`config.mk`:
```
export PLATFORM = sky130hd
export DESIGN_NAME = asi_port_status
export DESIGN_NICKNAME = d
export VERILOG_FILES = /design/src/logic/asi_pkg.sv /design/src/logic/asi_link_sync.sv /design/src/logic/asi_zero_cross.sv /design/src/logic/asi_port_status.sv
export VERILOG_INCLUDE_DIRS = /design/src /design/src/logic
export SDC_FILE = /design/constraint.sdc
export NUM_CORES = 1
export LEC_CHECK = 0
export BUFFER_PORTS_ARGS = -buffer_cell sky130_fd_sc_hd__buf_2
export CELL_PAD_IN_SITES_DETAIL_PLACEMENT = 1
export CELL_PAD_IN_SITES_GLOBAL_PLACEMENT = 2
export CORE_MARGIN = 3
export CORE_UTILIZATION = 27
export CTS_CLUSTER_SIZE = 14
export DETAILED_ROUTE_END_ITERATION = 16
export GPL_TIMING_DRIVEN = 0
export PLACE_DENSITY_LB_ADDON = 0.12
export REMOVE_ABC_BUFFERS = 1
export SETUP_SLACK_MARGIN = 0.3
export SYNTH_ARGS = -nofsm -noshare
export SYNTH_HDL_FRONTEND = slang
export SYNTH_HIERARCHICAL = 1
export SYNTH_SLANG_ARGS = --single-unit
```
`constraint.sdc`:
```
create_clock -name i_clk -period 1.49 [get_ports i_clk]
set_input_delay 0.2235 -clock i_clk [delete_from_list [all_inputs] [get_ports i_clk]]
set_output_delay 0.2235 -clock i_clk [all_outputs]
set_load 0.005 [all_outputs]
```
`src/logic/asi_consts.svh`:
```
// Purpose: offsets, field positions and reset values of the port status block
// Assumes: byte addressed register window, one 32-bit word per register
// Notes:   threshold setup register is local to this block
`ifndef ASI_CONSTS_SVH
`define ASI_CONSTS_SVH

`define ASI_ADDR_W          5
`define ASI_OFS_IRQ_ENABLE  5'h08
`define ASI_OFS_PORT_STATUS 5'h0C
`define ASI_OFS_THRESHOLD   5'h10

`define ASI_FIFO_DEPTH      4'h8
`define ASI_LEVEL_EMPTY     4'h0

// irq_enable fields
`define ASI_IE_LZC          12
`define ASI_IE_RZC          11
`define ASI_IE_TX_THRESHOLD_SETTING         10
`define ASI_IE_TX_OVERFLOW_FLAG        9
`define ASI_IE_TX_UNDERFLOW_FLAG        8
`define ASI_IE_RX_THRESHOLD_SETTING         2
`define ASI_IE_RXOVF        1
`define ASI_IE_RX_UNDERFLOW_FLAG        0
`define ASI_IE_MASK         32'h00001F07
`define ASI_IE_TX_GROUP     32'h00001F00
`define ASI_IE_RX_GROUP     32'h00000007
`define ASI_IE_RESET        32'h00000000

// port_status fields
`define ASI_ST_TXLVL_HI     31
`define ASI_ST_TXLVL_LO     28
`define ASI_ST_RXLVL_HI     27
`define ASI_ST_RXLVL_LO     24
`define ASI_ST_LZC          23
`define ASI_ST_RZC          22
`define ASI_ST_TXBUSY       21
`define ASI_ST_TXEMPTY      20
`define ASI_ST_TX_FIFO_FULL_FLAG       19
`define ASI_ST_TX_THRESHOLD_SETTING         18
`define ASI_ST_TX_OVERFLOW_FLAG        17
`define ASI_ST_TX_UNDERFLOW_FLAG        16
`define ASI_ST_RXEMPTY      12
`define ASI_ST_RXFULL       11
`define ASI_ST_RX_THRESHOLD_SETTING         10
`define ASI_ST_RXOVF        9
`define ASI_ST_RX_UNDERFLOW_FLAG        8
`define ASI_ST_TXINT        2
`define ASI_ST_RXINT        1
`define ASI_ST_INT          0
`define ASI_ST_RESET        32'h00141000

// threshold setup fields
`define ASI_TH_TX_HI        2
`define ASI_TH_TX_LO        0
`define ASI_TH_RX_HI        6
`define ASI_TH_RX_LO        4
`define ASI_TH_RESET        3'h0
// rx threshold of one keeps the receive threshold flag low in the status reset value
`define ASI_TH_RX_RESET     3'h1

`endif

```
`src/logic/asi_pkg.sv`:
```
// Purpose: state types of the port status block
// Assumes: constants come from asi_consts.svh
// Notes:   one packed struct per module
package asi_pkg;

    typedef struct packed {
        logic        s1;
        logic        s2;
        logic        s3;
        logic        rise;
        logic        fall;
    } asi_sync_state_type;

    typedef struct packed {
        logic [1:0]  prev_sign;
        logic [1:0]  hit;
    } asi_zc_state_type;

    typedef struct packed {
        logic        ack;
        logic [31:0] rdata;
        logic [31:0] irq_en;
        logic [2:0]  tx_th;
        logic [2:0]  rx_th;
        logic        lzc;
        logic        rzc;
        logic        tx_ovf;
        logic        tx_udf;
        logic        rx_ovf;
        logic        rx_udf;
        logic        tx_th_flag;
        logic        tx_wr_pend;
        logic        irq;
    } asi_state_type;

endpackage

```
`src/logic/asi_link_sync.sv`:
```
// Purpose: two-flop synchroniser with edge pulses for the word select pin
// Assumes: pin toggles far slower than i_clk
// Notes:   first flop feeds only the second
module asi_link_sync (
    input  wire logic i_clk,
    input  wire logic i_arst_n,
    input  wire logic i_pin,
    output logic      o_rise,
    output logic      o_fall
);
    asi_pkg::asi_sync_state_type s_q;
    asi_pkg::asi_sync_state_type s_d;

    always_comb begin
        s_d      = s_q;
        s_d.s1   = i_pin;
        s_d.s2   = s_q.s1;
        s_d.s3   = s_q.s2;
        s_d.rise = s_q.s2 & ~s_q.s3;
        s_d.fall = ~s_q.s2 & s_q.s3;
    end

    always_ff @(posedge i_clk or negedge i_arst_n) begin
        if (!i_arst_n) begin
            // idle high pin, no false edge after reset
            s_q <= '{1'b1, 1'b1, 1'b1, 1'b0, 1'b0};
        end else begin
            s_q <= s_d;
        end
    end

    assign o_rise = s_q.rise;
    assign o_fall = s_q.fall;
endmodule

```
`src/logic/asi_zero_cross.sv`:
```
// Purpose: per channel zero crossing detector on outgoing samples
// Assumes: i_eval pulses once per channel word, i_left names the channel
// Notes:   hit pulses last one cycle
module asi_zero_cross #(
    parameter int DW = 16
) (
    input  wire logic          i_clk,
    input  wire logic          i_arst_n,
    input  wire logic          i_eval,
    input  wire logic          i_left,
    input  wire logic [DW-1:0] i_sample,
    output logic               o_left_hit,
    output logic               o_right_hit
);
    asi_pkg::asi_zc_state_type s_q;
    asi_pkg::asi_zc_state_type s_d;
    logic                      idx;

    if (DW < 2) begin : g_bad_width
        $error("sample width below two bits");
    end

    always_comb begin
        s_d     = s_q;
        idx     = i_left;
        s_d.hit = 2'h0;
        if (i_eval) begin
            // sign change or all zero data
            s_d.hit[idx]       = (i_sample[DW-1] != s_q.prev_sign[idx]) |
                                 (i_sample == '0);
            s_d.prev_sign[idx] = i_sample[DW-1];
        end
    end

    always_ff @(posedge i_clk or negedge i_arst_n) begin
        if (!i_arst_n) begin
            s_q <= '0;
        end else begin
            s_q <= s_d;
        end
    end

    assign o_left_hit  = s_q.hit[1];
    assign o_right_hit = s_q.hit[0];
endmodule

```
`src/logic/asi_port_status.sv`:
```
// Purpose: interrupt enable and status registers of the audio serial port
// Assumes: fifo levels and strobes come from logic on i_clk
// Notes:   word select pin is synchronised before use
//
// Overview of operation
// - left zero-cross flag with enable bit 12 requests an interrupt
// - enable bit 11 permits or blocks the right zero-cross interrupt
// - enable bit 10 with transmit threshold flag (count at or below threshold) raises interrupt
// - enable bit 9 with transmit overflow flag raises interrupt
// - enable bit 8 with transmit underflow flag raises interrupt
// - receive threshold flag when count reaches threshold; enable bit 2 interrupts
// - enable bit 1 permits or blocks the receive overflow interrupt
// - receive read while empty sets underflow flag; enable bit 0 gates it
// - status bits 31:28 show transmit fifo count, zero to eight
// - status bits 27:24 show receive fifo count, zero to eight
// - bit 23 sets on left sample sign change or all-zero data
// - bit 22 sets on right sample sign change or all-zero data
// - zero-cross flags stay set until software writes one
// - write to full transmit fifo sets sticky overflow flag, write-one clears
// - fetch from empty transmit fifo sets sticky underflow flag
// - transmit threshold flag high at or below threshold, falls after write
// - transmit full flag is read-only and high exactly at eight words
`include "asi_consts.svh"

module asi_port_status #(
    parameter int DW = 16
) (
    input  wire logic                   i_clk,
    input  wire logic                   i_arst_n,
    input  wire logic [`ASI_ADDR_W-1:0] i_avs_address,
    input  wire logic                   i_avs_read,
    input  wire logic                   i_avs_write,
    input  wire logic [31:0]            i_avs_writedata,
    input  wire logic [3:0]             i_avs_byteenable,
    output logic [31:0]                 o_avs_readdata,
    output logic                        o_avs_waitrequest,
    input  wire logic                   i_lrclk,
    input  wire logic [DW-1:0]          i_tx_sample,
    input  wire logic [3:0]             i_tx_level,
    input  wire logic [3:0]             i_rx_level,
    input  wire logic                   i_tx_push,
    input  wire logic                   i_tx_pop,
    input  wire logic                   i_rx_push,
    input  wire logic                   i_rx_pop,
    input  wire logic                   i_tx_busy,
    output logic                        o_irq
);
    asi_pkg::asi_state_type s_q;
    asi_pkg::asi_state_type s_d;

    logic        ws_rise;
    logic        ws_fall;
    logic        left_hit;
    logic        right_hit;
    logic        req;
    logic        wr_take;
    logic [31:0] wmask;
    logic [31:0] wdata;
    logic [31:0] w1c;
    logic [31:0] status_word;
    logic [31:0] pend_vec;
    logic        rx_th_now;
    logic        tx_full;

    if (DW < 2) begin : g_bad_width
        $error("sample width below two bits");
    end

    // byte address compare against a register offset
    function automatic logic asi_hit(input logic [`ASI_ADDR_W-1:0] addr,
                                     input logic [`ASI_ADDR_W-1:0] ofs);
        asi_hit = (addr == ofs);
    endfunction

    asi_link_sync u_ws_sync (
        .i_clk    (i_clk),
        .i_arst_n (i_arst_n),
        .i_pin    (i_lrclk),
        .o_rise   (ws_rise),
        .o_fall   (ws_fall)
    );

    // low word select starts the left word
    asi_zero_cross #(
        .DW (DW)
    ) u_zero_cross (
        .i_clk       (i_clk),
        .i_arst_n    (i_arst_n),
        .i_eval      (ws_rise | ws_fall),
        .i_left      (ws_fall),
        .i_sample    (i_tx_sample),
        .o_left_hit  (left_hit),
        .o_right_hit (right_hit)
    );

    always_comb begin
        s_d = s_q;

        // bus slave: one wait cycle, then the access completes
        req     = i_avs_read | i_avs_write;
        s_d.ack = req & ~s_q.ack;
        wr_take = i_avs_write & s_q.ack;
        wmask   = {{8{i_avs_byteenable[3]}}, {8{i_avs_byteenable[2]}},
                   {8{i_avs_byteenable[1]}}, {8{i_avs_byteenable[0]}}};
        wdata   = i_avs_writedata & wmask;
        w1c     = '0;

        if (wr_take && asi_hit(i_avs_address, `ASI_OFS_IRQ_ENABLE)) begin
            s_d.irq_en = ((s_q.irq_en & ~wmask) | wdata) & `ASI_IE_MASK;
        end
        if (wr_take && asi_hit(i_avs_address, `ASI_OFS_PORT_STATUS)) begin
            w1c = wdata;
        end
        if (wr_take && asi_hit(i_avs_address, `ASI_OFS_THRESHOLD)) begin
            if (i_avs_byteenable[0]) begin
                s_d.tx_th = i_avs_writedata[`ASI_TH_TX_HI:`ASI_TH_TX_LO];
                s_d.rx_th = i_avs_writedata[`ASI_TH_RX_HI:`ASI_TH_RX_LO];
            end
        end

        // sticky flags, a set in the clearing cycle wins
        s_d.lzc    = (s_q.lzc & ~w1c[`ASI_ST_LZC]) | left_hit;
        s_d.rzc    = (s_q.rzc & ~w1c[`ASI_ST_RZC]) | right_hit;
        s_d.tx_ovf = (s_q.tx_ovf & ~w1c[`ASI_ST_TX_OVERFLOW_FLAG]) |
                     (i_tx_push & (i_tx_level == `ASI_FIFO_DEPTH));
        s_d.tx_udf = (s_q.tx_udf & ~w1c[`ASI_ST_TX_UNDERFLOW_FLAG]) |
                     (i_tx_pop & (i_tx_level == `ASI_LEVEL_EMPTY));
        s_d.rx_ovf = (s_q.rx_ovf & ~w1c[`ASI_ST_RXOVF]) |
                     (i_rx_push & (i_rx_level == `ASI_FIFO_DEPTH));
        s_d.rx_udf = (s_q.rx_udf & ~w1c[`ASI_ST_RX_UNDERFLOW_FLAG]) |
                     (i_rx_pop & (i_rx_level == `ASI_LEVEL_EMPTY));

        // transmit threshold: set at or below, falls after a write lifts it
        if (i_tx_level <= {1'b0, s_q.tx_th}) begin
            s_d.tx_th_flag = 1'b1;
            s_d.tx_wr_pend = i_tx_push;
        end else if (s_q.tx_wr_pend || i_tx_push) begin
            s_d.tx_th_flag = 1'b0;
            s_d.tx_wr_pend = 1'b0;
        end

        rx_th_now = (i_rx_level >= {1'b0, s_q.rx_th});
        tx_full   = (i_tx_level == `ASI_FIFO_DEPTH);

        // pending sources laid out as the enable register
        pend_vec                 = '0;
        pend_vec[`ASI_IE_LZC]    = s_d.lzc;
        pend_vec[`ASI_IE_RZC]    = s_d.rzc;
        pend_vec[`ASI_IE_TX_THRESHOLD_SETTING]   = s_d.tx_th_flag;
        pend_vec[`ASI_IE_TX_OVERFLOW_FLAG]  = s_d.tx_ovf;
        pend_vec[`ASI_IE_TX_UNDERFLOW_FLAG]  = s_d.tx_udf;
        pend_vec[`ASI_IE_RX_THRESHOLD_SETTING]   = rx_th_now;
        pend_vec[`ASI_IE_RXOVF]  = s_d.rx_ovf;
        pend_vec[`ASI_IE_RX_UNDERFLOW_FLAG]  = s_d.rx_udf;
        s_d.irq = |(pend_vec & s_d.irq_en);

        // status read image
        status_word = '0;
        status_word[`ASI_ST_TXLVL_HI:`ASI_ST_TXLVL_LO] = i_tx_level;
        status_word[`ASI_ST_RXLVL_HI:`ASI_ST_RXLVL_LO] = i_rx_level;
        status_word[`ASI_ST_LZC]     = s_q.lzc;
        status_word[`ASI_ST_RZC]     = s_q.rzc;
        status_word[`ASI_ST_TXBUSY]  = i_tx_busy;
        status_word[`ASI_ST_TXEMPTY] = (i_tx_level == `ASI_LEVEL_EMPTY);
        status_word[`ASI_ST_TX_FIFO_FULL_FLAG]  = tx_full;
        status_word[`ASI_ST_TX_THRESHOLD_SETTING]    = s_q.tx_th_flag;
        status_word[`ASI_ST_TX_OVERFLOW_FLAG]   = s_q.tx_ovf;
        status_word[`ASI_ST_TX_UNDERFLOW_FLAG]   = s_q.tx_udf;
        status_word[`ASI_ST_RXEMPTY] = (i_rx_level == `ASI_LEVEL_EMPTY);
        status_word[`ASI_ST_RXFULL]  = (i_rx_level == `ASI_FIFO_DEPTH);
        status_word[`ASI_ST_RX_THRESHOLD_SETTING]    = rx_th_now;
        status_word[`ASI_ST_RXOVF]   = s_q.rx_ovf;
        status_word[`ASI_ST_RX_UNDERFLOW_FLAG]   = s_q.rx_udf;
        status_word[`ASI_ST_TXINT]   = |(pend_vec & s_q.irq_en & `ASI_IE_TX_GROUP);
        status_word[`ASI_ST_RXINT]   = |(pend_vec & s_q.irq_en & `ASI_IE_RX_GROUP);
        status_word[`ASI_ST_INT]     = s_q.irq;

        // read data captured in the wait cycle, unmapped reads give zero
        if (i_avs_read && !s_q.ack) begin
            if (asi_hit(i_avs_address, `ASI_OFS_IRQ_ENABLE)) begin
                s_d.rdata = s_q.irq_en;
            end else if (asi_hit(i_avs_address, `ASI_OFS_PORT_STATUS)) begin
                s_d.rdata = status_word;
            end else if (asi_hit(i_avs_address, `ASI_OFS_THRESHOLD)) begin
                s_d.rdata = {25'h0, s_q.rx_th, 1'b0, s_q.tx_th};
            end else begin
                s_d.rdata = 32'h00000000;
            end
        end
    end

    always_ff @(posedge i_clk or negedge i_arst_n) begin
        if (!i_arst_n) begin
            s_q            <= '0;
            s_q.irq_en     <= `ASI_IE_RESET;
            s_q.tx_th      <= `ASI_TH_RESET;
            s_q.rx_th      <= `ASI_TH_RX_RESET;
            s_q.tx_th_flag <= 1'b1;
        end else begin
            s_q <= s_d;
        end
    end

    assign o_avs_readdata    = s_q.rdata;
    assign o_avs_waitrequest = req & ~s_q.ack;
    assign o_irq             = s_q.irq;
endmodule

```
== Word-level counts from Yosys, hierarchy flattened ==
Cells that the tools add are included.
Cells by class
  multiplexer cells: 13
  reductions and logical operators: 15
  eq/ne operators: 6
  magnitude comparators: 4
  bitwise gates (word level): 39
Operators with widths (number)
  two-way mux 32 bit: 3
  bitwise AND 13 x 32 -> 32 bit: 1
  OR reduction 32 bit: 1
  bitwise AND 13 bit: 2
  bitwise AND 24 bit: 1
  two-way mux 24 bit: 1
  logical NOT 16 bit: 1
  bitwise AND 1 bit: 14
  NOT 13 bit: 1
  bitwise OR 13 bit: 1
  == test 5 x 4 -> 1 bit, second input constant: 2
  NOT 1 bit: 9
  bitwise OR 1 bit: 9
  == test 4 bit, second input constant: 2
  logical NOT 4 bit: 2
  two-way mux 7 bit: 1
  two-way mux 2 bit: 3
  == test 5 bit, second input constant: 1
  logical AND 1 bit: 5
  OR reduction 5 bit: 1
  >= comparator 4 x 3 -> 1 bit: 1
  less-or-equal comparator 4 x 3 -> 1 bit: 1
  two-way mux 1 bit: 3
  OR reduction 3 bit: 1
  10 further kinds: 10
Storage, ports and cells
  input bits: 75
  flip-flop bits (word level): 89
  word-level logic and storage cells: 98

== Depth between registers and ports, before layout ==
Gate-level depths: netlist of run 1.
  depth after elaboration: 10
  mapped depth: 7
  gate-level depth less buffers: 7

== Modules after synthesis ==
Netlist of run 1, hierarchy kept.
Modules (own cells, without submodules)
  asi_port_status: sequential area each 1278.7 um^2, times used 1, area an instance 2717.6 um^2, cells each 288
  asi_zero_cross: sequential area each 100.1 um^2, times used 1, area an instance 217.7 um^2, cells each 17
  asi_link_sync: sequential area each 128.9 um^2, times used 1, area an instance 143.9 um^2, cells each 7

== Worst setup path before layout of run 1 ==
OpenSTA, ideal clock, no wires.
  path kind: input to register
  from: in i_avs_address[1]
  to: reg s_q, in the netlist o_irq
  stages on the path: 6
  library setup time: 0.135 ns
  setup slack: -0.289 ns
  arrival: 1.645 ns
  path through: or4b_4 > buf_6 > nor2_2 > mux2_2 > a22oi_1 > nand4_1
RTL lines
  from (decl): RTL line asi_port_status.sv:30  | input wire logic [`ASI_ADDR_W-1:0] i_avs_address,
  to (decl): RTL line asi_port_status.sv:48  | asi_pkg::asi_state_type s_q;

==> metrics.log, run 1 <==
INFO  metric syn_area_per_cell = roughly 9.9 sq um
INFO  metric gp_routability_congestion = 0.700
INFO  metric detail_route.wirelength = about 9600 um
INFO  metric clockBufferDepth = 2
INFO  metric fraction_of_registers_with_async_set_reset = 1.00
INFO  metric synth.yosys.seq_area_share = 0.490
INFO  metric netlist-cell-type-count = 50
INFO  metric hpwlAfterDp = between 6000 and 7000 um
INFO  metric finalSetupTns = -0.693 ns
INFO  metric route.detailed.wl_per_inst = 17.5 um
INFO  metric synth.ff_latch_count = 60
INFO  metric worst_ep_arrival_time = around 1.9 ns
INFO  metric setup_viol = 9
INFO  metric ant_nets = 0
INFO  metric floorplan.initialDensity = 0.280
INFO  metric synthToLayoutAreaGrowth = 45.1%
INFO  metric postLayoutSetupSlackWorst = -0.176 ns
INFO  metric clk_transition_reported_paths = approximately 0.06 ns
INFO  metric ys.warnings.count = 6
INFO  metric design.portCount = 109
INFO  metric avgViaCountPerCell = 4.66
INFO  metric power.density = approximately 1100 nW/um^2
INFO  metric failed_checks = negative hold slack, negative setup slack
INFO  metric coreArea = 11000 sq um
INFO  metric drt_iter0_markers = 89
INFO  metric peakVddDrop = roughly 0.00041 V
INFO  metric fin_crit_sh = 1.12
INFO  metric ctsRootBufferMaster = clkbuf_16
INFO  metric finClkSkew = 0.00869 ns
INFO  metric die_width = 113 um
INFO  metric htree_levels = 3
INFO  metric maxCapViolCount = 0
INFO  metric synth.cell_area = 3080 sq um
INFO  metric row_count = 38
INFO  metric die_height = 113 um
INFO  metric layout.cells.most_common = buf_2
INFO  metric postSynthCellCount = 312
INFO  metric worstPathMaxFanout = 5
INFO  metric relSlewSlack = 0.454
INFO  metric min_period = about 1.7 ns
INFO  metric antenna_found_initial = 0
INFO  metric clock_insertion_delay_worst_skew = 0.33 ns
INFO  metric r2r.worst_path.cells = 6
INFO  metric worstHoldPathType = input port to asynchronous set/reset pin
INFO  metric track_usage = 0.147
INFO  metric cts_sinks = 60
INFO  metric drtPass1Iterations = 4
INFO  metric first_pass_grt_wire_length = 14400 um
INFO  metric status = complete, but fails checks
INFO  metric cts_tree = done
INFO  metric layout-drive-gt1-share = 0.540
INFO  metric fmax = 600 MHz
INFO  metric dieArea = 12700 sq um
INFO  metric tightestPinTransition = just over 0.8 ns
INFO  metric layout.nets = 485
INFO  metric worstSetupStartpointType = input port
INFO  metric most-common-layout-cells = 81 x buf_2, 54 x dfrtp_1, 49 x nand2_1
INFO  metric critPathRequiredTime = 1.68 ns
INFO  metric p_leak = 2.06 nW
INFO  metric port_buffers = 85
INFO  metric synthFlopType = dfrtp_1
INFO  metric setup.worst_path.class = input port to register
INFO  metric numCtsBuffers = 9
INFO  metric holdWs = -0.0241 ns
INFO  metric number_of_vias_in_the_routed_layout = 2557
INFO  metric overflow = 0
INFO  metric antenna_diode_count = 0
INFO  metric setup_repair_after_global_routing_missed_its_margin = yes
INFO  metric vias_in_the_first_global_route = roughly 2.7k
INFO  metric drc_errors = 0
INFO  metric slew_viol_final = 0
INFO  metric crit_path_end_kind = register
INFO  metric number_of_hold_slack_violations_in_the_final_timing_report = 4
INFO  metric grt_start_max_net_pins = 61
INFO  metric synth-edff-count = 0
-- cell type report --
| class | instances | area [sq um] |
|---|---|---|
| clock buffers | 10 | 239 |
| clock inverters | 6 | 63.8 |
| fillers | 1229 | 6520 |
| inverters | 13 | 48.8 |
| multi-input cells | 199 | 1630 |
| flip-flops and latches | 60 | 1510 |
| well taps | 140 | 175 |
| repair buffers | 121 | 806 |
-- report_power, final --
part           internal, W  switching [W]  total [W]
Sequential         0.00177       0.000105    0.00187
Combinational     0.000439       0.000445   0.000884
Clock              0.00134       0.000765    0.00210
-- flip-flops by register name, indices dropped and copies added, names as in the netlist --
register / count
u_ws_sync/o_fall: 1
o_irq: 1
u_ws_sync/s_q: 1
u_zero_cross/s_q: 2
o_avs_readdata: 27
s_q: 23
u_ws_sync/o_rise: 1
u_zero_cross/o_left_hit: 1
u_zero_cross/o_right_hit: 1
u_ws_sync/s_d: 2
-- per-layer routing --
layer  GRT usage  share of wire  up-vias
li1            -              -     1238
met1       0.184           0.44     1253
met2       0.246           0.50       58
met3      0.0385          0.047        8
met4      0.0521          0.012        0
met5           0              0        -
-- what timing repair did --
item	in CTS	in global routing
pin swaps	39	25
hold endpoints to repair	1	0
resized for setup	80	30
gates cloned	0	1
setup endpoints to repair	53	53
hold buffers	1	0
setup buffers	23	12
-- through the flow --
stage                     cell area, sq um  power (W)  setup WS (ns)  cells   util
final                                 4470    0.00485         -0.176    549  0.407
after global routing                  4470    0.00509         -0.225    549  0.407
after CTS                             4240    0.00480         -0.161    536  0.386
after detailed placement              3400    0.00244         -0.859    496  0.310
after global placement                3400    0.00243         -0.963    496  0.309
after floorplan                       2800    0.00213         -0.337    271      -
-- worst paths after layout --
check	from	endpoint	slack, ns
setup / recovery	i_avs_address[0]	o_irq	-0.18
hold / removal	i_arst_n	o_avs_readdata[6]	-0.02
setup reg to reg	s_q[11]	o_avs_readdata[1]	-0.16
hold reg to reg	u_ws_sync/s_d[3]	u_ws_sync/s_d[2]	0.36
max in group asynchronous	i_arst_n	s_q[79]	0.91
min in group i_clk	i_avs_writedata[6]	s_q[11]	0.12
-- critical path, stage by stage --
cell and delay (ns):
buf_6 0.10, or4b_4 0.62, nor2_4 0.27, mux2_4 0.35, a22oi_2 0.17, nand4_1 0.11
-- kinds of logic (layout without fill, tap and decap cells) --
logic type / count (synthesis) / in the layout / share of synthesized area
flip-flops: 60 / 60 / 0.490
AND/OR/NAND/NOR: 112 / 113 / 0.187
XOR/XNOR: 1 / 1 / 0.00284
buffers and inverters: 58 / 150 / 0.113
multiplexers: 18 / 18 / 0.0634
other: 1 / 5 / 0.00122
AO/OA/AOI/OAI: 56 / 56 / 0.119
adder cells (fa/ha/maj): 6 / 6 / 0.0244
-- Yosys cell counts, types with 4 or more instances --
master	number	area, sq um
buf_4	32	240
o21ai_0	7	35.0
o21ai_1	16	80.1
nand2_1	58	218
nand4_1	4	25.0
mux2i_1	6	60.1
ha_1	6	75.1
a21oi_1	6	30.0
a22oi_1	5	37.5
nor4_2	4	50.1
inv_1	13	48.8
clkbuf_1	9	33.8
nand3_1	9	45.0
dfrtp_1	55	1380
dfstp_2	5	131
nor2_1	9	33.8
mux2_1	9	101
o31ai_1	6	45.0
(Power assumes the default switching activity.)
==> run 2, diff against run 1 <==
- CORE_UTILIZATION: 27 -> 29
- clock period: 1.49 -> 1.9 ns (I/O delays scaled with it)
==> metrics.log, run 2 (synthesis results as in run 1) <==
INFO  metric post-route-cell-area = 3900 sq um (-13%)
INFO  metric crit_path_end_kind = register
INFO  metric layout.cells.most_common = buf_2
INFO  metric peakVddDrop = 0.000375 V (-8.9%)
INFO  metric num-fill-cells = 1154 (-6.1%)
INFO  metric number_of_hold_slack_violations_in_the_final_timing_report = 0 (-4)
INFO  metric detail_route.wirelength = 8490 um (-12%)
INFO  metric layout-drive-gt1-share = 0.410 (-0.130)
INFO  metric worstSetupStartpoint = s_q[11]
INFO  metric critical_path.reg2reg.startpoint = s_q[11]
INFO  metric finClkSkew = 0.00627 ns (-0.00243 ns)
INFO  metric setup.worst_path.class = register to register
INFO  metric cts_sinks = 60 (unchanged)
INFO  metric die_width = 109 um (-3.3%)
INFO  metric r2r.worst_path.cells = 6 (unchanged)
INFO  metric route.detailed.wl_per_inst = 16.4 um (-6.3%)
INFO  metric power.density = 866 nW/um^2 (-20%)
INFO  metric setup_repair_after_global_routing_missed_its_margin = yes
INFO  metric row_count = 36 (-5.3%)
INFO  metric p_leak = 1.84 nW (-11%)
INFO  metric number_of_vias_in_the_routed_layout = 2435 (-4.8%)
INFO  metric clk_transition_reported_paths = 0.07 ns (about the same)
INFO  metric worst_path_dominant_cell_family = compound AO/OA/AOI/OAI gates
INFO  metric fmax = 614 MHz
INFO  metric final_util = 0.388 (-0.0185)
INFO  metric antenna_diode_count = 0 (unchanged)
INFO  metric first_pass_grt_wire_length = 13400 um (-6.8%)
INFO  metric worstSetupStartpointType = register
INFO  metric maxCapViolCount = 0 (unchanged)
INFO  metric relSlewSlack = 0.429 (-0.0252)
INFO  metric path_depth = 6 (unchanged)
INFO  metric power.total = 0.00338 W (-30%)
INFO  metric track_usage = 0.152 (+0.00487)
INFO  metric worst_ep_arrival_time = 1.86 ns (about the same)
INFO  metric grt_start_max_net_pins = 61 (unchanged)
INFO  metric holdWs = 0.00498 ns (+0.0291 ns)
INFO  metric layout.nets = 461 (-4.9%)
INFO  metric critPathRequiredTime = 2.13 ns (+0.45 ns)
INFO  metric status = completed
INFO  metric fin_crit_sh = 0.858
INFO  metric min_period = approximately 1.6 ns
INFO  metric htree_levels = 3 (unchanged)
INFO  metric gp_routability_congestion = 0.713 (+1.9%)
INFO  metric port_buffers = 85 (unchanged)
INFO  metric path_cells = inv_2 -> ha_4 -> a211o_1 -> a31oi_4 -> o21ai_2 -> o32a_1
INFO  metric floorplan.initialDensity = 0.307 (+0.0262)
INFO  metric vias_in_the_first_global_route = 2548 (-4.0%)
INFO  metric clockBufferDepth = 2 (unchanged)
INFO  metric overflow = 0 (unchanged)
INFO  metric worstHoldPathType = input port to asynchronous set/reset pin
INFO  metric die_height = 109 um (-3.3%)
INFO  metric numCtsBuffers = 9 (unchanged)
INFO  metric ant_nets = 0 (unchanged)
INFO  metric tightestPinTransition = 0.845 ns (+0.0260 ns)
INFO  metric design.portCount = 109 (unchanged)
INFO  metric placed_area = 3390 sq um (-0.26%)
INFO  metric cpPeakStageDelay = 0.39 ns (-0.23 ns)
INFO  metric drtPass1Iterations = 4 (unchanged)
INFO  metric clock_insertion_delay_worst_skew = 0.34 ns (about the same)
INFO  metric setup.worst_path.end = o_avs_readdata[1]
INFO  metric dieArea = 11900 sq um (-6.5%)
INFO  metric setup_viol = 0 (-9)
INFO  metric most-common-layout-cells = 82 x buf_2, 58 x nand2_1, 54 x dfrtp_1
INFO  metric drt_iter0_markers = 55 (-38%)
INFO  metric slew_viol_final = 0 (unchanged)
INFO  metric avgViaCountPerCell = 4.70 (+0.93%)
INFO  metric hpwlAfterDp = 6000 um (-2.6%)
INFO  metric coreArea = 10000 sq um (-8.5%)
INFO  metric drc_errors = 0 (unchanged)
INFO  metric largest_reg_flops = 27 (unchanged)
INFO  metric cts_tree = done
INFO  metric destination_of_the_worst_register_to_register_timing_path = o_avs_readdata[1]
INFO  metric crit_slowest_cell = dfrtp_1
INFO  metric worstPathBufferInverterCount = 1 (unchanged)
INFO  metric synthToLayoutAreaGrowth = 26.7%
INFO  metric antenna_found_initial = 0 (unchanged)
INFO  metric worstPathMaxFanout = 3 (-2)
INFO  metric worst-r2r-setup-slack = 0.27 ns (+0.43 ns)
INFO  metric ctsRootBufferMaster = clkbuf_8
run 2: changes by cell type in the layout (fill, tap and decap cells not counted), sizes merged:
cell      previous run  this run
buf                120        97
bufinv               1         3
clkinvlp             2         0
clkbuf              10        11
clkinv               3         2
nand2b               4         3
run 2: worst min path at each step:
stage               slack (ns)             start  cells past startpoint                 end
floorplan                -0.01          i_arst_n                      0   o_avs_readdata[0]
global placement          0.35  u_ws_sync/s_d[3]                      0    u_ws_sync/s_d[2]
detailed placement        0.35  u_ws_sync/s_d[3]                      0    u_ws_sync/s_d[2]
CTS                       0.01           i_lrclk                      1    u_ws_sync/s_d[3]
global route              0.06          i_arst_n                      1  o_avs_readdata[30]
finish                   0.005          i_arst_n                      1  o_avs_readdata[30]
run 2: final cells by class:
class                           count  area [sq um]  share of cell area
Clock buffer                       11           131              0.0337
Inverter                           13          48.8              0.0125
Clock inverter                      5           100              0.0257
Multi-Input combinational cell    198          1390               0.357
Timing Repair Buffer               98           553               0.142
Tap cell                          133           166              0.0427
Sequential cell                    60          1510               0.387
run 2: what timing repair did:
action	in CTS	in global routing
pin swaps	9	2
setup buffers	8	4
hold buffers	0	1
endpoints found under the setup margin	25	6
hold endpoints to repair	0	1
resized for setup	33	5
run 2: stage by stage:
step	instances	worst slack, ns	setup TNS [ns]
global placement	489	-0.535	-8.73
global route	518	0.199	0
detailed placement	489	-0.378	-1.68
CTS	513	0.259	0
floorplan	271	0.0379	0
finish	518	0.270	0
run 2: where the power goes:
part           internal (W)  switching [W]  total (W)
sequential          0.00138      0.0000654    0.00145
combinational      0.000245       0.000292   0.000537
clock              0.000868       0.000525    0.00139
run 2: per-layer routing:
layer  wire length, um  up-vias  GRT usage  share of wire
met5                 0        -          0              0
met2              4180       58      0.252           0.49
met3               464        7     0.0462          0.055
met4                89        0     0.0433          0.010
li1                  -     1177          -              -
met1              3760     1193      0.191           0.44
==> run 3, diff against run 2 <==
- ABC_CLOCK_PERIOD_IN_PS: default -> 1900
- CORE_MARGIN: 3 -> 1.5
- SLEW_MARGIN: default -> 20
==> metrics.log, run 3 (synthesis results as in run 1) <==
INFO  metric status = completed
INFO  metric detail_route.wirelength = 8680 um (+2.2%)
INFO  metric fin_crit_sh = 0.886 (+0.0278)
INFO  metric power_frac_clock = 0.371 (-0.041)
INFO  metric gp_routability_congestion = 0.738 (+3.5%)
INFO  metric instances_no_fill = 527 (+1.7%)
INFO  metric worst_ep_arrival_time = 1.91 ns (+0.05 ns)
INFO  metric vias_in_the_first_global_route = 2649 (+4.0%)
INFO  metric seq_area = 1510 sq um (unchanged)
INFO  metric worstHoldPathType = input port to register
INFO  metric avgViaCountPerCell = 4.67 (-0.70%)
INFO  metric antenna_found_initial = 0 (unchanged)
INFO  metric clock_insertion_delay_worst_skew = 0.35 ns (about the same)
INFO  metric share_comb_of_total_power = 0.176 (+0.017)
INFO  metric cts_sinks = 60 (unchanged)
INFO  metric overflow = 0 (unchanged)
INFO  metric setup_viol = 0 (unchanged)
INFO  metric p_leak = 1.86 nW (+0.96%)
INFO  metric num-fill-cells = 1195 (+3.6%)
INFO  metric worstSetupStartpointType = register
INFO  metric largest_reg_flops = 27 (unchanged)
INFO  metric first_pass_grt_wire_length = 14200 um (+6.0%)
INFO  metric crit_path_end_kind = register
INFO  metric power.density = 819 nW/um^2 (-5.5%)
INFO  metric crit_slowest_cell = dfrtp_1
INFO  metric worst-r2r-setup-slack = 0.22 ns (-0.05 ns)
INFO  metric worstPathBufferInverterCount = 1 (unchanged)
INFO  metric global_route.peak_usage_layer = met2
INFO  metric gr-usage-met1 = 0.213 (+0.0221)
INFO  metric relSlewSlack = 0.487 (+0.0584)
INFO  metric power.switching_fraction = 0.275 (+0.0136)
INFO  metric hpwlAfterDp = 6260 um (+4.3%)
INFO  metric design.portCount = 109 (unchanged)
INFO  metric port_buffers = 85 (unchanged)
INFO  metric antenna_diode_count = 0 (unchanged)
INFO  metric cpPeakStageDelay = 0.40 ns (about the same)
INFO  metric layout.cells.most_common = buf_2
INFO  metric fmax = 594 MHz (-3.1%)
INFO  metric detailedPlace.worstSlack = -0.335 ns (+0.0430 ns)
INFO  metric number_of_hold_slack_violations_in_the_final_timing_report = 0 (unchanged)
INFO  metric setup_repair_after_global_routing_missed_its_margin = yes
INFO  metric grt_use_met3 = 0.0423 (-0.00388)
INFO  metric dieArea = 11200 sq um (-5.4%)
INFO  metric setup.worst_path.class = register to register
INFO  metric total_switching_power = 0.000884 W (about the same)
INFO  metric htree_levels = 3 (unchanged)
INFO  metric worst_path_dominant_cell_family = compound AO/OA/AOI/OAI gates
INFO  metric ctsRootBufferMaster = clkbuf_8
INFO  metric p_int = 0.00233 W (-6.6%)
INFO  metric numCtsBuffers = 9 (unchanged)
INFO  metric postLayoutSetupSlackWorst = 0.217 ns (-0.0529 ns)
INFO  metric number_of_vias_in_the_routed_layout = 2460 (+1.0%)
INFO  metric grt_start_max_net_pins = 32 (-48%)
INFO  metric multi_input_comb_area = 1390 sq um (-0.18%)
INFO  metric drtPass1Iterations = 4 (unchanged)
INFO  metric finClkSkew = 0.0104 ns (+0.00415 ns)
INFO  metric row_count = 37 (+2.8%)
INFO  metric die_width = 106 um (-2.8%)
INFO  metric power.share.sequential = 0.452 (+0.023)
INFO  metric synthToLayoutAreaGrowth = 27.4%
INFO  metric floorplan.initialDensity = 0.298 (-0.00829)
INFO  metric die_height = 106 um (-2.8%)
INFO  metric layout-drive-gt1-share = 0.417 (+0.00649)
INFO  metric clk_transition_reported_paths = 0.07 ns (about the same)
INFO  metric coreArea = 10300 sq um (+2.8%)
INFO  metric min_period = 1.68 ns (+0.0529 ns)
INFO  metric tightestPinTransition = 0.758 ns (-0.0864 ns)
INFO  metric layout.nets = 467 (+1.3%)
INFO  metric most-common-layout-cells = 84 x buf_2, 57 x nand2_1, 54 x dfrtp_1
INFO  metric drc_errors = 0 (unchanged)
INFO  metric clockBufferDepth = 2 (unchanged)
INFO  metric drt_iter0_markers = 43 (-22%)
INFO  metric numPlacedInstances = 494 (+1.0%)
INFO  metric ant_nets = 0 (unchanged)
INFO  metric worstPathMaxFanout = 3 (unchanged)
INFO  metric maxCapViolCount = 0 (unchanged)
INFO  metric slew_viol_final = 0 (unchanged)
INFO  metric cts_tree = done
INFO  metric path_cells = inv_2 -> ha_4 -> a211o_1 -> a31oi_4 -> o21ai_2 -> o32a_1
INFO  metric critPathRequiredTime = 2.13 ns (about the same)
INFO  metric track_usage = 0.168 (+0.0158)
INFO  metric route.detailed.wl_per_inst = 16.5 um (+0.44%)
INFO  metric groute.layer.met2.usage = 0.282 (+0.0293)
INFO  metric peakVddDrop = 0.000444 V (+18%)
==> run 3: changes by cell type in the layout (fill, tap and decap cells not counted), sizes merged <==
cell | previous run | this run
nand2b | 3 | 4
buf | 97 | 102
bufinv | 3 | 1
clkinv | 2 | 1
clkbuf | 11 | 14
==> run 3: cell type report <==
cell class / count / area share
Clock inverter: 2 / 0.00893
Timing Repair Buffer: 103 / 0.155
Tap cell: 136 / 0.0434
Clock buffer: 14 / 0.0415
Multi-Input combinational cell: 199 / 0.354
Inverter: 13 / 0.0124
Sequential cell: 60 / 0.385
==> run 3: final timing paths <==
kind,startpoint,endpoint,depth (start not counted)
setup / recovery,s_q[11],o_avs_readdata[1],6
hold / removal,i_lrclk,u_ws_sync/s_d[3],1
setup reg to reg,s_q[11],o_avs_readdata[1],6
hold reg to reg,u_ws_sync/s_d[3],u_ws_sync/s_d[2],0
max in group asynchronous,i_arst_n,s_q[9],3
min in group asynchronous,i_arst_n,o_avs_readdata[31],2
==> run 3: worst reg2reg max path: cells and delay by family (launching register included) <==
| kind | cells | cell delay, ns |
|---|---|---|
| adder cells (fa/ha/maj) | 1 | 0.20 |
| buffers and inverters | 1 | 0.08 |
| flip-flops | 1 | 0.40 |
| AO/OA/AOI/OAI | 4 | 0.89 |
==> run 3: metrics by stage <==
step / hold slack (ns) / utilization / setup TNS, ns / total power, W / area (sq um)
finish: 0.0335 / 0.380 / 0 / 0.00321 / 3920
global route: 0.0214 / 0.380 / 0 / 0.00340 / 3920
CTS: 0.0164 / 0.376 / 0 / 0.00325 / 3880
detailed placement: 0.257 / 0.334 / -2.38 / 0.00193 / 3440
global placement: 0.348 / 0.328 / -10.17 / 0.00190 / 3390
floorplan: -0.0106 / - / 0 / 0.00167 / 2800
==> run 3: per-layer routing <==
metal | vias up | part of all wire | wire length, um
met3 | 11 | 0.044 | 379
met1 | 1197 | 0.45 | 3880
met5 | - | 0 | 0
li1 | 1195 | - | -
met2 | 57 | 0.50 | 4310
met4 | 0 | 0.013 | 113
==> run 3: repair_timing <==
| item | CTS | global route |
|---|---|---|
| buffers inserted | 11 | 4 |
| resized for setup | 37 | 5 |
| hold buffers | 1 | 0 |
| cloned | 1 | 0 |
| pin swaps | 13 | 5 |
| hold endpoints to repair | 27 | 0 |
| endpoints found under the setup margin | 10 | 7 |
==> run 3: power groups by stage <==
| stage | Combinational, W | Clock (W) | Sequential [W] |
|---|---|---|---|
| global placement | 0.000426 | 0 | 0.00147 |
| finish | 0.000566 | 0.00119 | 0.00145 |
| detailed placement | 0.000453 | 0 | 0.00148 |
| CTS | 0.000555 | 0.00124 | 0.00145 |
| floorplan | 0.000215 | 0 | 0.00146 |
| global route | 0.000634 | 0.00130 | 0.00147 |
